### src/include/ufdma_pkg.sv
// Constants and types for the UART FIFO control and DMA ready block
package ufdma_pkg;

   // Register port geometry
   localparam int UFDMA_DATA_W = 8;
   localparam int UFDMA_ADDR_W = 3;

   // Register offsets on the plain register port
   localparam logic [2:0] UFDMA_OFS_HOLD = 3'h0;
   localparam logic [2:0] UFDMA_OFS_CTRL = 3'h1;
   localparam logic [2:0] UFDMA_OFS_RXCNT = 3'h2;
   localparam logic [2:0] UFDMA_OFS_TXCNT = 3'h3;
   localparam logic [2:0] UFDMA_OFS_FLAGS = 3'h4;

   // Reset values
   localparam logic [7:0] UFDMA_CTRL_RST = 8'h00;
   localparam logic [7:0] UFDMA_RDATA_RST = 8'h00;

   // Receive trigger select codes and the occupancy each one selects
   localparam logic [1:0] UFDMA_TRIG_SEL_1 = 2'h0;
   localparam logic [1:0] UFDMA_TRIG_SEL_4 = 2'h1;
   localparam logic [1:0] UFDMA_TRIG_SEL_8 = 2'h2;
   localparam logic [1:0] UFDMA_TRIG_SEL_14 = 2'h3;
   localparam logic [7:0] UFDMA_TRIG_LVL_1 = 8'h01;
   localparam logic [7:0] UFDMA_TRIG_LVL_4 = 8'h04;
   localparam logic [7:0] UFDMA_TRIG_LVL_8 = 8'h08;
   localparam logic [7:0] UFDMA_TRIG_LVL_14 = 8'h0E;

   // Field positions of the flags register
   localparam int UFDMA_FLAG_TRIG = 0;
   localparam int UFDMA_FLAG_RX_RDY_N = 1;
   localparam int UFDMA_FLAG_TX_RDY_N = 2;
   localparam int UFDMA_FLAG_FIFO_EN = 3;
   localparam int UFDMA_FLAG_DMA_MODE = 4;
   localparam int UFDMA_FLAG_TX_FULL = 5;
   localparam int UFDMA_FLAG_RX_FULL = 6;

   // Layout of the fifo_control register, bit 7 first
   typedef struct packed {
      logic [1:0] rx_trig_sel;
      logic [1:0] unused;
      logic dma_mode;
      logic tx_flush;
      logic rx_flush;
      logic fifo_en;
   } ufdma_ctrl_s;

endpackage : ufdma_pkg

### src/hdl/ufdma_top.sv
// FIFO control, receive trigger and DMA ready pins for one UART channel
`timescale 1ns/1ps
`default_nettype none

module ufdma_top
   import ufdma_pkg::*;
#(
   parameter int DEPTH = 16
) (
   // Clock and reset
   input wire logic clock_in,
   input wire logic rst_n_in,
   // Register port
   input wire logic [UFDMA_ADDR_W-1:0] addr_in,
   input wire logic [UFDMA_DATA_W-1:0] wr_data_in,
   input wire logic wr_in,
   input wire logic rd_in,
   output logic [UFDMA_DATA_W-1:0] rd_data_out,
   // Transmit shift register side
   input wire logic tx_pop_in,
   output logic [UFDMA_DATA_W-1:0] tx_data_out,
   output logic tx_valid_out,
   // Receive shift register side
   input wire logic rx_push_in,
   input wire logic [UFDMA_DATA_W-1:0] rx_data_in,
   input wire logic rx_timeout_in,
   // DMA pins and status
   output logic tx_dma_ready_n_out,
   output logic rx_dma_ready_n_out,
   output logic rx_trigger_out,
   output logic fifo_enable_out,
   output logic dma_mode_out
);

   localparam int PTR_W = $clog2(DEPTH);
   localparam int CNT_W = $clog2(DEPTH + 1);

   // Trigger code to occupancy level
   function automatic logic [CNT_W-1:0] trig_level(input logic [1:0] sel);
      logic [7:0] lvl;
      lvl = UFDMA_TRIG_LVL_1;
      case (sel)
         UFDMA_TRIG_SEL_1: lvl = UFDMA_TRIG_LVL_1;
         UFDMA_TRIG_SEL_4: lvl = UFDMA_TRIG_LVL_4;
         UFDMA_TRIG_SEL_8: lvl = UFDMA_TRIG_LVL_8;
         UFDMA_TRIG_SEL_14: lvl = UFDMA_TRIG_LVL_14;
         default: lvl = UFDMA_TRIG_LVL_1;
      endcase
      return lvl[CNT_W-1:0];
   endfunction : trig_level

   logic rst_meta_ff;
   logic rst_sync_ff;
   ufdma_ctrl_s ctrl_ff;
   logic [UFDMA_DATA_W-1:0] tx_mem [DEPTH];
   logic [UFDMA_DATA_W-1:0] rx_mem [DEPTH];
   logic [PTR_W-1:0] tx_wptr_ff, tx_rptr_ff, rx_wptr_ff, rx_rptr_ff;
   logic [PTR_W-1:0] nxt_tx_wptr, nxt_tx_rptr, nxt_rx_wptr, nxt_rx_rptr;
   logic [CNT_W-1:0] tx_cnt_ff, rx_cnt_ff, nxt_tx_cnt, nxt_rx_cnt;
   logic [CNT_W-1:0] cap;
   logic [CNT_W-1:0] level;
   logic [UFDMA_DATA_W-1:0] nxt_tx_data;
   logic rx_dma_active_ff;
   logic nxt_rx_dma_active;
   logic tx_push, tx_pop, rx_push, rx_pop;
   logic ctrl_wr, hold_wr;

   // Reset release through two flops; assertion stays asynchronous
   always_ff @(posedge clock_in or negedge rst_n_in) begin
      if (!rst_n_in) begin
         rst_meta_ff <= 1'b0;
         rst_sync_ff <= 1'b0;
      end else begin
         rst_meta_ff <= 1'b1;
         rst_sync_ff <= rst_meta_ff;
      end
   end

   // Decoded strobes and the capacity of the current mode
   assign ctrl_wr = wr_in && (addr_in == UFDMA_OFS_CTRL);
   assign hold_wr = wr_in && (addr_in == UFDMA_OFS_HOLD);
   // Without FIFOs only the single holding register is in use
   assign cap = ctrl_ff.fifo_en ? CNT_W'(DEPTH) : CNT_W'(1);
   assign level = trig_level(ctrl_ff.rx_trig_sel);
   // Overflowing characters are dropped; overrun is flagged elsewhere
   assign tx_push = hold_wr && (tx_cnt_ff < cap) && !ctrl_ff.tx_flush;
   assign tx_pop = tx_pop_in && (tx_cnt_ff != '0) && !ctrl_ff.tx_flush;
   assign rx_push = rx_push_in && (rx_cnt_ff < cap)
      && !ctrl_ff.rx_flush;
   // Reading an empty holding register pops nothing and returns zero
   assign rx_pop = rd_in && (addr_in == UFDMA_OFS_HOLD) && (rx_cnt_ff != '0)
      && !ctrl_ff.rx_flush;

   // Control register; flush bits live for one cycle only
   always_ff @(posedge clock_in or negedge rst_sync_ff) begin
      if (!rst_sync_ff) begin
         ctrl_ff <= UFDMA_CTRL_RST;
      end else if (ctrl_wr && wr_data_in[0]) begin
         ctrl_ff.rx_trig_sel <= wr_data_in[7:6];
         ctrl_ff.unused <= 2'h0;
         ctrl_ff.dma_mode <= wr_data_in[3];
         // Turning the FIFOs on starts from empty queues
         ctrl_ff.tx_flush <= wr_data_in[2] | ~ctrl_ff.fifo_en;
         ctrl_ff.rx_flush <= wr_data_in[1] | ~ctrl_ff.fifo_en;
         ctrl_ff.fifo_en <= 1'b1;
      end else if (ctrl_wr) begin
         // Bit 0 clear: enable drops and both queues flush if they were on; other bits keep their value
         ctrl_ff.fifo_en <= 1'b0;
         ctrl_ff.tx_flush <= ctrl_ff.fifo_en;
         ctrl_ff.rx_flush <= ctrl_ff.fifo_en;
      end else begin
         // Flush pulses last one cycle, so software reads them back as zero
         ctrl_ff.tx_flush <= 1'b0;
         ctrl_ff.rx_flush <= 1'b0;
      end
   end

   // Transmit queue next state; a flush beats any push or pop
   always_comb begin
      nxt_tx_wptr = tx_wptr_ff;
      nxt_tx_rptr = tx_rptr_ff;
      nxt_tx_cnt = tx_cnt_ff;
      if (ctrl_ff.tx_flush) begin
         nxt_tx_wptr = '0;
         nxt_tx_rptr = '0;
         nxt_tx_cnt = '0;
      end else begin
         if (tx_push) begin
            nxt_tx_wptr = tx_wptr_ff + PTR_W'(1);
         end
         if (tx_pop) begin
            nxt_tx_rptr = tx_rptr_ff + PTR_W'(1);
         end
         nxt_tx_cnt = tx_cnt_ff + CNT_W'(tx_push) - CNT_W'(tx_pop);
      end
   end

   // Head of the transmit queue, bypassing a word written this cycle
   always_comb begin
      if (tx_push && (nxt_tx_cnt == CNT_W'(1))) begin
         nxt_tx_data = wr_data_in;
      end else begin
         nxt_tx_data = tx_mem[nxt_tx_rptr];
      end
   end

   // Transmit queue pointers and count
   always_ff @(posedge clock_in or negedge rst_sync_ff) begin
      if (!rst_sync_ff) begin
         tx_wptr_ff <= '0;
         tx_rptr_ff <= '0;
         tx_cnt_ff <= '0;
      end else begin
         tx_wptr_ff <= nxt_tx_wptr;
         tx_rptr_ff <= nxt_tx_rptr;
         tx_cnt_ff <= nxt_tx_cnt;
      end
   end

   // Storage array needs no reset; contents are gated by the count
   always_ff @(posedge clock_in) begin
      if (tx_push) begin
         tx_mem[tx_wptr_ff] <= wr_data_in;
      end
      if (rx_push) begin
         rx_mem[rx_wptr_ff] <= rx_data_in;
      end
   end

   // Receive queue next state; a flush beats any push or pop
   always_comb begin
      nxt_rx_wptr = rx_wptr_ff;
      nxt_rx_rptr = rx_rptr_ff;
      nxt_rx_cnt = rx_cnt_ff;
      if (ctrl_ff.rx_flush) begin
         nxt_rx_wptr = '0;
         nxt_rx_rptr = '0;
         nxt_rx_cnt = '0;
      end else begin
         if (rx_push) begin
            nxt_rx_wptr = rx_wptr_ff + PTR_W'(1);
         end
         if (rx_pop) begin
            nxt_rx_rptr = rx_rptr_ff + PTR_W'(1);
         end
         nxt_rx_cnt = rx_cnt_ff + CNT_W'(rx_push) - CNT_W'(rx_pop);
      end
   end

   // Receive queue pointers and count
   always_ff @(posedge clock_in or negedge rst_sync_ff) begin
      if (!rst_sync_ff) begin
         rx_wptr_ff <= '0;
         rx_rptr_ff <= '0;
         rx_cnt_ff <= '0;
      end else begin
         rx_wptr_ff <= nxt_rx_wptr;
         rx_rptr_ff <= nxt_rx_rptr;
         rx_cnt_ff <= nxt_rx_cnt;
      end
   end

   // Block-mode receive request: empty clears, level or time-out sets
   always_comb begin
      nxt_rx_dma_active = rx_dma_active_ff;
      if (nxt_rx_cnt == '0) begin
         nxt_rx_dma_active = 1'b0;
      end else if ((nxt_rx_cnt >= level) || rx_timeout_in) begin
         nxt_rx_dma_active = 1'b1;
      end
   end

   // Request latch; holds past the level until the queue drains
   always_ff @(posedge clock_in or negedge rst_sync_ff) begin
      if (!rst_sync_ff) begin
         rx_dma_active_ff <= 1'b0;
      end else begin
         rx_dma_active_ff <= nxt_rx_dma_active;
      end
   end

   // Pins are built from next-state so they track the counts exactly
   always_ff @(posedge clock_in or negedge rst_sync_ff) begin
      if (!rst_sync_ff) begin
         tx_dma_ready_n_out <= 1'b0;
         rx_dma_ready_n_out <= 1'b1;
         rx_trigger_out <= 1'b0;
      end else if (ctrl_ff.fifo_en && ctrl_ff.dma_mode) begin
         // Block mode: ready follows a full queue and the request latch
         tx_dma_ready_n_out <= (nxt_tx_cnt == CNT_W'(DEPTH));
         rx_dma_ready_n_out <= ~nxt_rx_dma_active;
         rx_trigger_out <= (nxt_rx_cnt >= level);
      end else begin
         tx_dma_ready_n_out <= (nxt_tx_cnt != '0);
         rx_dma_ready_n_out <= (nxt_rx_cnt == '0);
         // Trigger event exists only in FIFO mode
         rx_trigger_out <= ctrl_ff.fifo_en && (nxt_rx_cnt >= level);
      end
   end

   // Shifter side view of the transmit head and mode status
   always_ff @(posedge clock_in or negedge rst_sync_ff) begin
      if (!rst_sync_ff) begin
         tx_data_out <= UFDMA_RDATA_RST;
         tx_valid_out <= 1'b0;
         fifo_enable_out <= 1'b0;
         dma_mode_out <= 1'b0;
      end else begin
         tx_data_out <= nxt_tx_data;
         tx_valid_out <= (nxt_tx_cnt != '0);
         fifo_enable_out <= ctrl_ff.fifo_en;
         dma_mode_out <= ctrl_ff.dma_mode;
      end
   end

   // Read data stands only in the cycle after the read strobe
   always_ff @(posedge clock_in or negedge rst_sync_ff) begin
      if (!rst_sync_ff) begin
         rd_data_out <= UFDMA_RDATA_RST;
      end else if (rd_in) begin
         case (addr_in)
            UFDMA_OFS_HOLD: rd_data_out <= rx_pop ? rx_mem[rx_rptr_ff]
               : UFDMA_RDATA_RST;
            UFDMA_OFS_CTRL: rd_data_out <= ctrl_ff;
            UFDMA_OFS_RXCNT: rd_data_out <= UFDMA_DATA_W'(rx_cnt_ff);
            UFDMA_OFS_TXCNT: rd_data_out <= UFDMA_DATA_W'(tx_cnt_ff);
            UFDMA_OFS_FLAGS: begin
               // Snapshot of the registered pins and queue states
               rd_data_out <= UFDMA_RDATA_RST;
               rd_data_out[UFDMA_FLAG_TRIG] <= rx_trigger_out;
               rd_data_out[UFDMA_FLAG_RX_RDY_N] <= rx_dma_ready_n_out;
               rd_data_out[UFDMA_FLAG_TX_RDY_N] <= tx_dma_ready_n_out;
               rd_data_out[UFDMA_FLAG_FIFO_EN] <= ctrl_ff.fifo_en;
               rd_data_out[UFDMA_FLAG_DMA_MODE] <= ctrl_ff.dma_mode;
               rd_data_out[UFDMA_FLAG_TX_FULL] <= (tx_cnt_ff == cap);
               rd_data_out[UFDMA_FLAG_RX_FULL] <= (rx_cnt_ff == cap);
            end
            // Unmapped offsets read as zero
            default: rd_data_out <= UFDMA_RDATA_RST;
         endcase
      end else begin
         rd_data_out <= UFDMA_RDATA_RST;
      end
   end

endmodule : ufdma_top

`default_nettype wire

### config.mk
export PLATFORM = sky130hd
export DESIGN_NAME = ufdma_top
export DESIGN_NICKNAME = d
export VERILOG_FILES = /design/src/include/ufdma_pkg.sv /design/src/hdl/ufdma_top.sv
export SDC_FILE = /design/constraint.sdc
export NUM_CORES = 1
export LEC_CHECK = 0
export BUFFER_PORTS_ARGS = -buffer_cell sky130_fd_sc_hd__buf_4
export CAP_MARGIN = 20
export CELL_PAD_IN_SITES_DETAIL_PLACEMENT = 0
export CELL_PAD_IN_SITES_GLOBAL_PLACEMENT = 2
export CORE_AREA = 4 4 185 187
export CTS_CLUSTER_DIAMETER = 30
export DETAILED_ROUTE_END_ITERATION = 10
export DIE_AREA = 0 0 189 191
export GPL_TIMING_DRIVEN = 0
export PLACE_DENSITY_LB_ADDON = 0.1
export SLEW_MARGIN = 10
export SYNTH_ARGS = -nofsm -noshare
export SYNTH_HDL_FRONTEND = slang
export SYNTH_SLANG_ARGS = --single-unit
### constraint.sdc
create_clock -name clock_in -period 1.7 [get_ports clock_in]
set_input_delay 0.085 -clock clock_in [delete_from_list [all_inputs] [get_ports clock_in]]
set_output_delay 0.085 -clock clock_in [all_outputs]
set_load 0.01 [all_outputs]
# Yosys cells after proc, flatten, opt, wreduce, memory -nomap -nowiden
# Memory sizes are Yosys's and may differ from the RTL's.
# Cells that the tools add are included.
# word_totals
memories,2
input_bits,26
wordCells,106
mem_bits_rw,256
out_inout_bits,22
register_bits,57
# mem_list
memory,depth,width,rd,rd_ports_with_merged_regs,wr,line_no,text
rx_mem,16,8,1,0,1,ufdma_top.sv:56,logic [UFDMA_DATA_W-1:0] rx_mem [DEPTH];
tx_mem,16,8,1,0,1,ufdma_top.sv:55,logic [UFDMA_DATA_W-1:0] tx_mem [DEPTH];
# op_classes
reduce_logical,28
bitwise,4
n_eq_ne,11
n_addsub,8
n_mux,28
magnitude_cmp,3
# ops
op,count
case mux 8 bit (5 select lines),1
two-way mux 4 bit,8
two-way mux 8 bit,3
case mux 5 bit (4 select lines),1
adder 4 x 1 -> 4 bit (second input constant),4
logical AND 1 bit,15
two-way mux 5 bit,3
nonzero test 5 bit,3
adder 5 x 1 -> 5 bit,2
== test 5 bit,2
less-than comparator 5 bit,2
two-way mux 1 bit,10
subtractor 5 x 1 -> 5 bit,2
nonzero test 2 bit,4
== test 3 x 2 -> 1 bit (second input constant),2
== test 5 x 1 -> 1 bit (second input constant),1
== test 5 bit (second input constant),1
>= comparator 5 bit,1
zero test 5 bit,1
== test 2 bit (second input constant),2
== test 3 x 1 -> 1 bit (second input constant),1
== test 3 bit (second input constant),1
zero test 3 bit,1
two-way mux 3 bit,1
7 further kinds,10

# Logic depth before layout (Yosys ltp)
# Gate-level depths: netlist of the first run.
# logic_depth
word_depth,13
mapped_depth,20
depth_no_buf,19

# Worst setup path after synthesis of the first run
# No wires, ideal clock.
# synth_timing
kind,register -> register
from,reg ctrl_ff[0] (netlist name)
to,reg tx_data_out[0]
t_required_ps,1576
synth_period_minus_slack_ps,4297
setup_slack_ps,-2597
n_path_buf,2
stages_incl_launch_ff,20
t_arrival_ps,4173
setup_ps,124
path_cell_list,dfrtp_1 -> clkbuf_1 -> inv_1 -> ha_1 -> o21ai_0 -> nand3_1 -> nor2_1 -> inv_1 -> ha_1 -> inv_1 -> ha_1 -> fa_1 -> nor2b_1 -> o31ai_1 -> xnor2_1 -> nor4b_4 -> nand2b_1 -> clkbuf_1 -> a211oi_1 -> a211o_1
# synth_via
elab_chain_cells,10
# synth_rtl
element,line_no,text
from (decl),ufdma_top.sv:54,ufdma_ctrl_s ctrl_ff;
two-way mux 5 bit (*),ufdma_top.sv:83,assign cap = ctrl_ff.fifo_en ? CNT_W'(DEPTH) : CNT_W'(1);
less-than comparator 5 bit (*),ufdma_top.sv:86,assign tx_push = hold_wr && (tx_cnt_ff < cap) && !ctrl_ff.tx_flush;
logical AND 1 bit (*) (2 in series),ufdma_top.sv:86,
adder 5 x 1 -> 5 bit,ufdma_top.sv:134,nxt_tx_cnt = tx_cnt_ff + CNT_W'(tx_push) - CNT_W'(tx_pop);
subtractor 5 x 1 -> 5 bit,ufdma_top.sv:134,
two-way mux 5 bit,ufdma_top.sv:123,if (ctrl_ff.tx_flush) begin
== test 5 x 1 -> 1 bit,ufdma_top.sv:140,if (tx_push && (nxt_tx_cnt == CNT_W'(1))) begin
logical AND 1 bit (*),ufdma_top.sv:140,
two-way mux 8 bit (*),ufdma_top.sv:140,
named net nxt_tx_data[0],ufdma_top.sv:62,logic [UFDMA_DATA_W-1:0] nxt_tx_data;
to (signal assigned),ufdma_top.sv:249,tx_data_out <= nxt_tx_data;
to (decl),ufdma_top.sv:21,"output logic [UFDMA_DATA_W-1:0] tx_data_out,"
# The timed path passes the listed nets; every way through them passes the cells marked *.
# A chain may end at the register's enable or synchronous reset.

# Worst setup path in the final report of the first run
# layout_timing
from,reg tx_cnt_ff[2]
to,reg tx_data_out[7]
# layout_via
elab_chain_cells,9
# layout_rtl
element,line_no,text
from (decl),ufdma_top.sv:59,"logic [CNT_W-1:0] tx_cnt_ff, rx_cnt_ff, nxt_tx_cnt, nxt_rx_cnt;"
from (signal assigned),ufdma_top.sv:156,tx_cnt_ff <= nxt_tx_cnt;
less-than comparator 5 bit,ufdma_top.sv:86,
logical AND 1 bit (2 in series),ufdma_top.sv:86,
adder 5 x 1 -> 5 bit,ufdma_top.sv:134,
subtractor 5 x 1 -> 5 bit,ufdma_top.sv:134,
two-way mux 5 bit,ufdma_top.sv:123,
== test 5 x 1 -> 1 bit,ufdma_top.sv:140,
logical AND 1 bit,ufdma_top.sv:140,
two-way mux 8 bit (*),ufdma_top.sv:140,
named net nxt_tx_data[7],ufdma_top.sv:62,
# Marks and branches as above.

==> results of run 1 <==
area by class of cell:
class	count	area, sq um
sequential	313	9129
fill	2522	14110
tap	442	553.0
timing repair buffer	116	1046
multi-input combinational	471	4806
inverter	31	136.4
buffer	39	259.0
clock inverter	33	426.7
clock buffer	98	1983
flip-flops by register name, summed over array words and instances (netlist names), 4 cells and up:
register / cells
rx_wptr_ff: 4
rx_cnt_ff: 5
rd_data_out: 8
rx_mem: 128
rx_rptr_ff: 4
tx_cnt_ff: 5
ctrl_ff: 6
tx_mem: 128
tx_wptr_ff: 4
tx_rptr_ff: 4
tx_data_out: 8
stage by stage:
stage	hold WS [ns]	total power (W)	cells
CTS	0.03753	0.03409	1528
floorplan	-0.2106	0.01638	861
global route	0.1085	0.03612	1543
detailed placement	-0.1311	0.01924	1349
finish	0.02872	0.03446	1543
global placement	-0.1324	0.01903	1349
worst max path at each step:
stage / from / endpoint / slack, ns / cells after the start
after floorplan: tx_cnt_ff[1]$_DFF_PN0_ / tx_data_out[0]$_DFF_PN0_ / -2.11 / 19
after global placement: ctrl_ff[2]$_DFF_PN0_ / tx_data_out[7]$_DFF_PN0_ / -3.09 / 16
after detailed placement: ctrl_ff[2]$_DFF_PN0_ / tx_data_out[0]$_DFF_PN0_ / -3.15 / 16
after CTS: tx_cnt_ff[2]$_DFF_PN0_ / tx_data_out[3]$_DFF_PN0_ / -1.96 / 17
after global routing: tx_cnt_ff[2]$_DFF_PN0_ / tx_data_out[3]$_DFF_PN0_ / -2.09 / 20
final: tx_cnt_ff[2]$_DFF_PN0_ / tx_data_out[7]$_DFF_PN0_ / -1.96 / 17
tightest hold or removal path, cell delays in order:
cell	delay [ns]
buf_4	0.11
nand2b_1	0.09
nor2b_1	0.07
o21ai_0	0.16
metal layers:
layer	up-vias	wire, microns	global-route usage
li1	3756	-	-
met1	4165	13860	0.2302
met2	193	17730	0.3386
met3	75	1522	0.03981
met4	0	1045	0.07315
met5	-	0	0
power breakdown:
part           switching, W  leakage, nW  internal (W)
Combinational       0.00606         2.54       0.00531
Sequential         0.000561         3.00       0.00902
Clock               0.00405         1.16       0.00947
Total                0.0107         6.70        0.0238
logic make-up after synthesis:
family	count (synthesis)	share of synthesized area
fa+ha+maj	36	0.03442
xor+xnor	17	0.01101
flops	313	0.6740
compound gates	152	0.08753
mux	86	0.1015
other cells	1	0.0002773
buf+inv	77	0.02415
simple gates	179	0.06708
synth_stat cells, drive strengths merged (2+ instances only):
library cell and instances:
edfxtp 256, nor2 64, dfrtp 56, mux2i 40, mux4 40, ha 34, nand2 32, inv 31
a21oi 27, buf 26, and2 20, clkbuf 20, o21ai 17, a211oi 16, a221oi 16, nand3 11
a22oi 10, nand2b 10, nor2b 10, xnor2 9, a211o 8, o221ai 8, o22ai 8, xor2 8
nor3 7, mux2 6, o211a 6, o21a 6, a2111oi 5, a222oi 5, a32o 5, or3 5
and3 3, nand3b 3, nor4 3, nor4b 3, o22a 3, a22o 2, fa 2, nand4 2
o31ai 2
repair_timing:
action	in CTS	in global routing
endpoints found under the setup margin	299	297
cloned	2	0
pin swaps	24	19
hold buffers	20	0
buffers inserted	31	20
endpoints found under the hold margin	275	0
resized for setup	58	30
==> metrics.cfg, run 1 <==
[logic_synthesis]
synth-seq-cells=313
syn_inst=861
synth_top_area_cell=edfxtp_1
seq_area_frac_synth=0.6740
yosys_warnings=0
syn_area_sq_um=13520
synth.net_count=923
netlist-cell-type-count=66
synth_edf_count=256
synth_top_area_frac=0.5685
avgSynthCellArea_sq_um=15.71
synth_top_flop_cell=edfxtp_1
synth_area_leaders=edfxtp_1 (57%), dfrtp_1 (10%), mux4_2 (6.7%)
async_reset_ff_frac=0.1821

[floorplan]
rows=66
core_area_sq_um=32450
die_h_microns=191
dieWidth_microns=189
initial_core_util=0.4167
die-area_sq_um=36100
io_pins=48

[power]
vdd_ir_drop_max_mv=0.8530
leakagePower_nw=6.698
power_density_nw_per_um2=1879

[layout]
stdcell_area_sq_um=18340
nNetsFinal=1105
antenna_cells=0
final_cell_mix=edfxtp_1 (256), buf_4 (85), clkbuf_16 (75), dfrtp_1 (47)
syn2layout_area_growth_pct=35.61
post-route-util=0.5651
drive_gt1_frac=0.3769
layout_commonest_cell=edfxtp_1

[timing]
relSlewSlack=0.4672
fin_skew_ns=0.02862
setup_tns_ns=-112.56
fin_crit_ns=3.656
fmax_ghz=0.2736
grt_setup_unrepaired=yes
worst_pin_slew_ns=0.7882
post-route-period-util=2.150
setup_viol=296
slew_viol_final=0
fin_ws_ns=-1.956
hold_violations=0

[clocking]
numCtsBuffers=71
clock_path_buffers=3
cts_root_buf=clkbuf_16
cts.sinks=313
tritoncts=done
clkTransAtPathRegs_ns=0.04
h-tree-depth=3
worstSkewPairLatency_ns=0.56

[hold_path]
hold_path_depth=4
hp-start=wr_in
holdCritPathClass=input pin to flip-flop
hold_end=ctrl_ff[0]$_DFFE_PN0P_

[placement]
place_hpwl_mm=22.97
placed_area_sq_um=15010
numPortBuffers=46
place.gp.congestion=0.8823
dpl_worst_slack_ns=-3.146

[setup_path]
r2r_start=tx_cnt_ff[2]$_DFF_PN0_
worst_setup_path_start_kind=flip-flop
path_buf_inv=3
worstRegToRegCells=17
crit_type=flip-flop to flip-flop
cp-end-kind=flip-flop
crit_required_ns=2.13
critical-path-top-delay-family=simple AND/OR/NAND/NOR gates
rrSetupSlack_ns=-1.96
max_stage_delay_ns=0.50
crit_path_top_delay_cell=or4b_4
path_cells=inv_4 -> ha_4 -> or4b_4 -> nand2_4 -> nor2_4 -> ha_4 -> inv_2 -> ha_4 -> fa_2 -> nor2b_4 -> o31ai_4 -> xnor2_2 -> nor4b_4 -> buf_4 -> nand2b_4 -> a211oi_2 -> a211o_1
rr_endpoint=tx_data_out[7]$_DFF_PN0_
worstPathMaxFanout=8
timing.critical_path.mode_cell=ha_4
critPathArrivalTime_ns=4.09

[global_routing]
first_global_vias=8754
grt_pass1_wl_mm=52.06
globalRoute.totalOverflow=0
grtUsageTotal=0.1910
antenna_found_initial=0
grt_start_max_net_pins=56

[status]
run_status=complete, but fails checks
violations=setup timing

[drt]
drtPass1Iterations=5
drt-total-wl_mm=34.15
drc=0
vias=8189
ant_nets=0
viasPerCell=5.307
drt_first_iter_violations=499
wl_per_cell_microns=22.13

[run]
drv_cap=0

(Power assumes the default switching activity.)
==> inputs of run 2 (changes only) <==
- clock period: 1.7 -> 3.05 ns (I/O delays scaled with it)
==> run 2 against run 1 <==
Compared with the run above: the run still ends with setup timing left; fmax is 5.5% lower; clock power is 44% lower; cell count is 0.78% lower; worst hold slack better by 0.047 ns; non-clock buffer count is 9 lower; clock-buffer cell count is 17 lower; global-route usage is 0.43 points higher.
==> metrics.cfg, run 2 (same netlist as run 1, synthesis figures left out) <==
[clocking]
tritoncts=done
cts.sinks=313  ; unchanged
numCtsBuffers=70  ; -1.4%
clkTransAtPathRegs_ns=0.04  ; about the same
cts_root_buf=clkbuf_16
h-tree-depth=3  ; unchanged
worstSkewPairLatency_ns=0.56  ; about the same
clock_path_buffers=3  ; unchanged

[global_routing]
grt_pass1_wl_mm=52.64  ; +1.1%
grtUsageTotal=0.1953  ; +0.004283
globalRoute.totalOverflow=0  ; unchanged
grt_start_max_net_pins=56  ; unchanged
antenna_found_initial=0  ; unchanged
first_global_vias=8593  ; -1.8%

[layout]
final_cell_mix=edfxtp_1 (256), buf_4 (87), clkbuf_16 (71), nor2_1 (60), dfrtp_1 (48)
layout_commonest_cell=edfxtp_1
reg.largest.list=rx_mem x128, tx_mem x128
antenna_cells=0  ; unchanged
stdcell_area_sq_um=17750  ; -3.2%
syn2layout_area_growth_pct=31.25
post-route-util=0.5469  ; -0.01816
drive_gt1_frac=0.3260  ; -0.05094
nNetsFinal=1095  ; -0.90%
fillers=2590  ; +2.7%

[setup_path]
worstPathMaxFanout=8  ; unchanged
worst_setup_path_start_kind=flip-flop
critPathArrivalTime_ns=4.29  ; +0.20 ns
timing.critical_path.mode_cell=ha_4
crit_type=flip-flop to flip-flop
worstRegToRegCells=15  ; -2
path_cells=buf_4 -> or4b_4 -> nand2_4 -> nor2_4 -> ha_4 -> inv_2 -> ha_4 -> fa_2 -> nor2b_4 -> o31ai_4 -> xnor2_2 -> nor4b_4 -> or2_4 -> a211oi_1 -> a211o_1
cp-end-kind=flip-flop
max_stage_delay_ns=0.56  ; +0.06 ns
crit_required_ns=3.47  ; +1.34 ns
crit_path_top_delay_cell=or4b_4

[placement]
placed_area_sq_um=14660  ; -2.3%
place.gp.congestion=0.8501  ; -3.6%
place_hpwl_mm=23.17  ; +0.88%
dpl_worst_slack_ns=-1.745  ; +1.401 ns
numPortBuffers=46  ; unchanged

[floorplan]
initial_core_util=0.4167  ; unchanged
core_area_sq_um=32450  ; unchanged
rows=66  ; unchanged
die_h_microns=191  ; unchanged
dieWidth_microns=189  ; unchanged
io_pins=48  ; unchanged
die-area_sq_um=36100  ; unchanged

[timing]
fin_crit_ns=3.868  ; +0.2119 ns
relSlewSlack=0.2838  ; -0.1834
setup_tns_ns=-8.142  ; +104.42 ns
slew_viol_final=0  ; unchanged
fmax_ghz=0.2586  ; -5.5%
post-route-period-util=1.268  ; -0.8823
fin_skew_ns=0.02527  ; -0.003355 ns
worst_pin_slew_ns=1.070  ; +0.2822 ns
fin_ws_ns=-0.8176  ; +1.138 ns
grt_setup_unrepaired=yes
setup_viol=14  ; -95%
hold_violations=0  ; unchanged

[drt]
drt-total-wl_mm=35.06  ; +2.6%
ant_nets=0  ; unchanged
viasPerCell=5.370  ; +1.2%
drtPass1Iterations=6  ; +1
drt_first_iter_violations=633  ; +27%
vias=8221  ; +0.39%
wl_per_cell_microns=22.90  ; +3.5%
drc=0  ; unchanged

[hold_path]
holdCritPathClass=input pin to flip-flop
hold_path_depth=3  ; -1

[power]
power_density_nw_per_um2=1051  ; -44%
vdd_ir_drop_max_mv=0.5326  ; -38%
leakagePower_nw=6.473  ; -3.4%
total_power_w=0.01865  ; -46%

[status]
run_status=complete, but fails checks
violations=setup timing

[run]
drv_cap=0  ; unchanged

## run 2: area by class of cell
cell class | instances | area (sq um) | area share
plain buffers | 41 | 205.2 | 0.01156
clock buffers | 81 | 1854 | 0.1045
inverters | 31 | 138.9 | 0.007825
flip-flops and latches | 313 | 9128 | 0.5142
repair buffers | 105 | 839.6 | 0.04730
clock inverters | 47 | 580.6 | 0.03271
well taps | 442 | 553.0 | 0.03116
multi-input cells | 471 | 4451 | 0.2507
## run 2: final timing paths
| path | from | to | slack, ns |
|---|---|---|---|
| setup / recovery | tx_cnt_ff[1]$_DFF_PN0_ | tx_data_out[7]$_DFF_PN0_ | -0.82 |
| hold / removal | rd_in | rd_data_out[2]$_DFF_PN0_ | 0.08 |
| setup reg to reg | tx_cnt_ff[1]$_DFF_PN0_ | tx_data_out[7]$_DFF_PN0_ | -0.82 |
| hold reg to reg | rst_meta_ff$_DFF_PN0_ | rst_sync_ff$_DFF_PN0_ | 0.35 |
| max in group asynchronous | rst_sync_ff$_DFF_PN0_ | tx_cnt_ff[3]$_DFF_PN0_ | 2.05 |
| min in group asynchronous | rst_sync_ff$_DFF_PN0_ | tx_data_out[3]$_DFF_PN0_ | 0.39 |
## run 2: through the flow
stage / instances / hold WS, ns
after global routing: 1531 / 0.09290
after floorplan: 861 / -0.1431
after CTS: 1524 / 0.002535
after detailed placement: 1353 / -0.06304
after global placement: 1349 / -0.06488
final: 1531 / 0.07526
## run 2: critical path, delay by kind of cell, from the launching register on
| family | cells | cell delay, ns |
|---|---|---|
| fa+ha+maj | 3 | 0.82 |
| simple gates | 6 | 1.44 |
| flops | 1 | 0.44 |
| xor+xnor | 1 | 0.18 |
| compound gates | 3 | 0.66 |
| buf+inv | 2 | 0.19 |
## run 2: power by group
| part | leakage (nW) | internal, W | total [W] | switching [W] |
|---|---|---|---|---|
| registers | 3.00 | 0.00502 | 0.00530 | 0.000278 |
| clock network | 1.17 | 0.00515 | 0.00755 | 0.00240 |
| logic | 2.30 | 0.00264 | 0.00580 | 0.00316 |
## run 2: metal layers
layer / routed length [microns] / up-vias / track usage
li1: - / 3731 / -
met1: 15670 / 4173 / 0.2736
met2: 16580 / 268 / 0.3096
met3: 2150 / 49 / 0.04492
met4: 654 / 0 / 0.05493
met5: 0 / - / 0
## run 2: timing repair
| item | CTS | global route |
|---|---|---|
| pin swaps | 19 | 16 |
| endpoints found under the setup margin | 16 | 17 |
| hold buffers | 19 | 1 |
| hold endpoints to repair | 226 | 3 |
| buffers inserted | 27 | 11 |
| gates resized for setup | 29 | 34 |
==> inputs of run 3 (changes only) <==
- PLACE_DENSITY: unset -> 0.77
- PLACE_DENSITY_LB_ADDON: 0.1 -> unset
==> run 3 against run 2 <==
Compared with the run above: the flow still finishes with violations (setup timing); via count fell by 2.6%; worst hold slack got worse by 0.014 ns; flip-flop and latch count did not move; fmax rose by 3.9%; core utilization fell by 0.97 points; worst setup slack improved by 0.14 ns; routed wire length fell by 7.7%; die area did not move; clock-buffer cell count rose by 5; largest power group unchanged.
==> metrics.cfg, run 3 (same netlist as run 1, synthesis figures left out) <==
[setup_path]
critPathArrivalTime_ns=4.14  ; -0.15 ns
path_buf_inv=3  ; +1
path_cells=inv_1 -> ha_4 -> nor2b_1 -> o21ai_2 -> nand3_4 -> nor2_4 -> inv_2 -> ha_1 -> inv_2 -> ha_4 -> fa_2 -> nor2b_4 -> o31ai_4 -> xnor2_2 -> nor4b_4 -> nand2b_4 -> a211oi_2 -> a211o_1
max_stage_delay_ns=0.47  ; -0.09 ns
crit_path_top_delay_cell=dfrtp_1
worst_setup_path_start_kind=flip-flop
crit_required_ns=3.47  ; about the same
rr_endpoint=tx_data_out[0]$_DFF_PN0_
worstRegToRegCells=18  ; +3
r2r_start=tx_cnt_ff[0]$_DFF_PN0_
worstPathMaxFanout=8  ; unchanged
critical-path-top-delay-family=simple AND/OR/NAND/NOR gates
crit_type=flip-flop to flip-flop
rrSetupSlack_ns=-0.67  ; +0.14 ns
cp-end-kind=flip-flop

[layout]
syn2layout_area_growth_pct=28.93
reg.largest.list=rx_mem x128, tx_mem x128
drive_gt1_frac=0.3013  ; -0.02468
nNetsFinal=1085  ; -0.91%
antenna_cells=0  ; unchanged
final_cell_mix=edfxtp_1 (256), buf_4 (78), clkbuf_16 (70), nor2_1 (60), dfrtp_1 (52)
layout_commonest_cell=edfxtp_1
stdcell_count=1514  ; -1.1%
post-route-util=0.5372  ; -0.009677
fillers=2683  ; +3.6%

[clocking]
clkTransAtPathRegs_ns=0.05  ; about the same
cts.sinks=313  ; unchanged
worstSkewPairLatency_ns=0.56  ; about the same
numCtsBuffers=66  ; -5.7%
tritoncts=done
h-tree-depth=3  ; unchanged
cts_root_buf=clkbuf_16
clock_path_buffers=3  ; unchanged

[power]
vdd_ir_drop_max_mv=0.7386  ; +39%
power_density_nw_per_um2=1021  ; -2.8%
leakagePower_nw=6.360  ; -1.8%

[hold_path]
hold_path_depth=3  ; unchanged
hold_end=rd_data_out[4]$_DFF_PN0_
hp-start=rd_in
holdCritPathClass=input pin to flip-flop

[floorplan]
io_pins=48  ; unchanged
die_h_microns=191  ; unchanged
die-area_sq_um=36100  ; unchanged
rows=66  ; unchanged
core_area_sq_um=32450  ; unchanged
dieWidth_microns=189  ; unchanged
initial_core_util=0.4167  ; unchanged

[drt]
wl_per_cell_microns=21.37  ; -6.7%
ant_nets=0  ; unchanged
viasPerCell=5.291  ; -1.5%
drtPass1Iterations=6  ; unchanged
drc=0  ; unchanged
drt-total-wl_mm=32.35  ; -7.7%
vias=8010  ; -2.6%
drt_first_iter_violations=495  ; -22%

[placement]
numPortBuffers=46  ; unchanged
place.gp.congestion=0.7974  ; -6.2%
place_hpwl_mm=21.45  ; -7.4%
placedCellCount=1353  ; unchanged

[global_routing]
globalRoute.totalOverflow=0  ; unchanged
grt_start_max_net_pins=56  ; unchanged
grtUsageTotal=0.1838  ; -0.01151
grt_pass1_wl_mm=49.87  ; -5.3%
antenna_found_initial=0  ; unchanged
first_global_vias=8215  ; -4.4%

[timing]
hold_violations=0  ; unchanged
slew_viol_final=0  ; unchanged
grt_setup_unrepaired=yes
fmax_ghz=0.2685  ; +3.9%
fin_skew_ns=0.02418  ; -0.001084 ns
fin_ws_ns=-0.6740  ; +0.1435 ns
worst_pin_slew_ns=0.8495  ; -0.2208 ns
relSlewSlack=0.4316  ; +0.1478
post-route-period-util=1.221  ; -0.04706
fin_crit_ns=3.724  ; -0.1435 ns
setup_viol=13  ; -1

[status]
run_status=complete, but fails checks
violations=setup timing

[run]
drv_cap=0  ; unchanged

run 3: changes by cell type in the layout (fill, tap and decap cells not counted), moves of 5 or more:
cell,change
buf_4,-9
clkinv_4,-6
ha_4,-5
inv_6,-5
run 3: area by class of cell:
| type | count | area (sq um) | area share |
|---|---|---|---|
| clock buffers | 86 | 1872 | 0.1074 |
| clock inverters | 31 | 357.8 | 0.02052 |
| repair buffers | 98 | 815.8 | 0.04679 |
| flip-flops and latches | 313 | 9123 | 0.5232 |
| well taps | 442 | 553.0 | 0.03172 |
| inverters | 31 | 128.9 | 0.007391 |
| plain buffers | 42 | 225.2 | 0.01292 |
| multi-input cells | 471 | 4360 | 0.2501 |
run 3: stage by stage:
step / setup slack [ns] / TNS, ns / total power [W] / hold WS [ns] / instance area [sq um]
2_1_floorplan: -0.7632 / -6.800 / 0.008816 / -0.1431 / 13720
3_3_place_gp: -1.795 / -26.10 / 0.01029 / -0.05552 / 14610
3_5_place_dp: -1.778 / -17.99 / 0.01030 / -0.05392 / 14680
4_1_cts: -0.7197 / -6.731 / 0.01775 / 0.04027 / 17340
5_1_grt: -0.8148 / -8.591 / 0.01874 / 0.09768 / 17440
6_report: -0.6740 / -6.710 / 0.01781 / 0.06123 / 17440
run 3: how the worst max path moves through the flow:
stage,startpoint,endpoint,cells after the start,slack [ns]
3_5_place_dp,ctrl_ff[2]$_DFF_PN0_,tx_data_out[0]$_DFF_PN0_,16,-1.78
2_1_floorplan,tx_cnt_ff[1]$_DFF_PN0_,tx_data_out[0]$_DFF_PN0_,19,-0.76
3_3_place_gp,ctrl_ff[2]$_DFF_PN0_,tx_data_out[0]$_DFF_PN0_,16,-1.80
5_1_grt,tx_cnt_ff[2]$_DFF_PN0_,tx_data_out[3]$_DFF_PN0_,16,-0.81
6_report,tx_cnt_ff[0]$_DFF_PN0_,tx_data_out[0]$_DFF_PN0_,18,-0.67
4_1_cts,tx_cnt_ff[2]$_DFF_PN0_,tx_data_out[0]$_DFF_PN0_,17,-0.72
run 3: worst min-delay path, delay by kind of cell:
kind | cells | cell delay, ns
and+or+nand+nor | 2 | 0.32
buffers and inverters | 1 | 0.10
run 3: metal layers:
| layer | up-vias | track usage | share of wire |
|---|---|---|---|
| met3 | 54 | 0.04346 | 0.050 |
| met1 | 4050 | 0.2590 | 0.47 |
| met5 | - | 0 | 0 |
| met4 | 0 | 0.05942 | 0.020 |
| li1 | 3706 | - | - |
| met2 | 200 | 0.2847 | 0.46 |
run 3: timing repair:
item                                   CTS  global route
setup endpoints to repair               18            19
resized for setup                       28            16
pin swaps                               17             6
endpoints found under the hold margin  256             0
setup buffers                           20            10
hold buffers                            20             0
run 3: power by group:
part | total [W] | switching [W] | leakage, nW | internal (W)
clock network | 0.00703 | 0.00222 | 1.08 | 0.00481
logic | 0.00551 | 0.00301 | 2.28 | 0.00251
registers | 0.00527 | 0.000247 | 3.00 | 0.00502
total | 0.0178 | 0.00547 | 6.36 | 0.0123
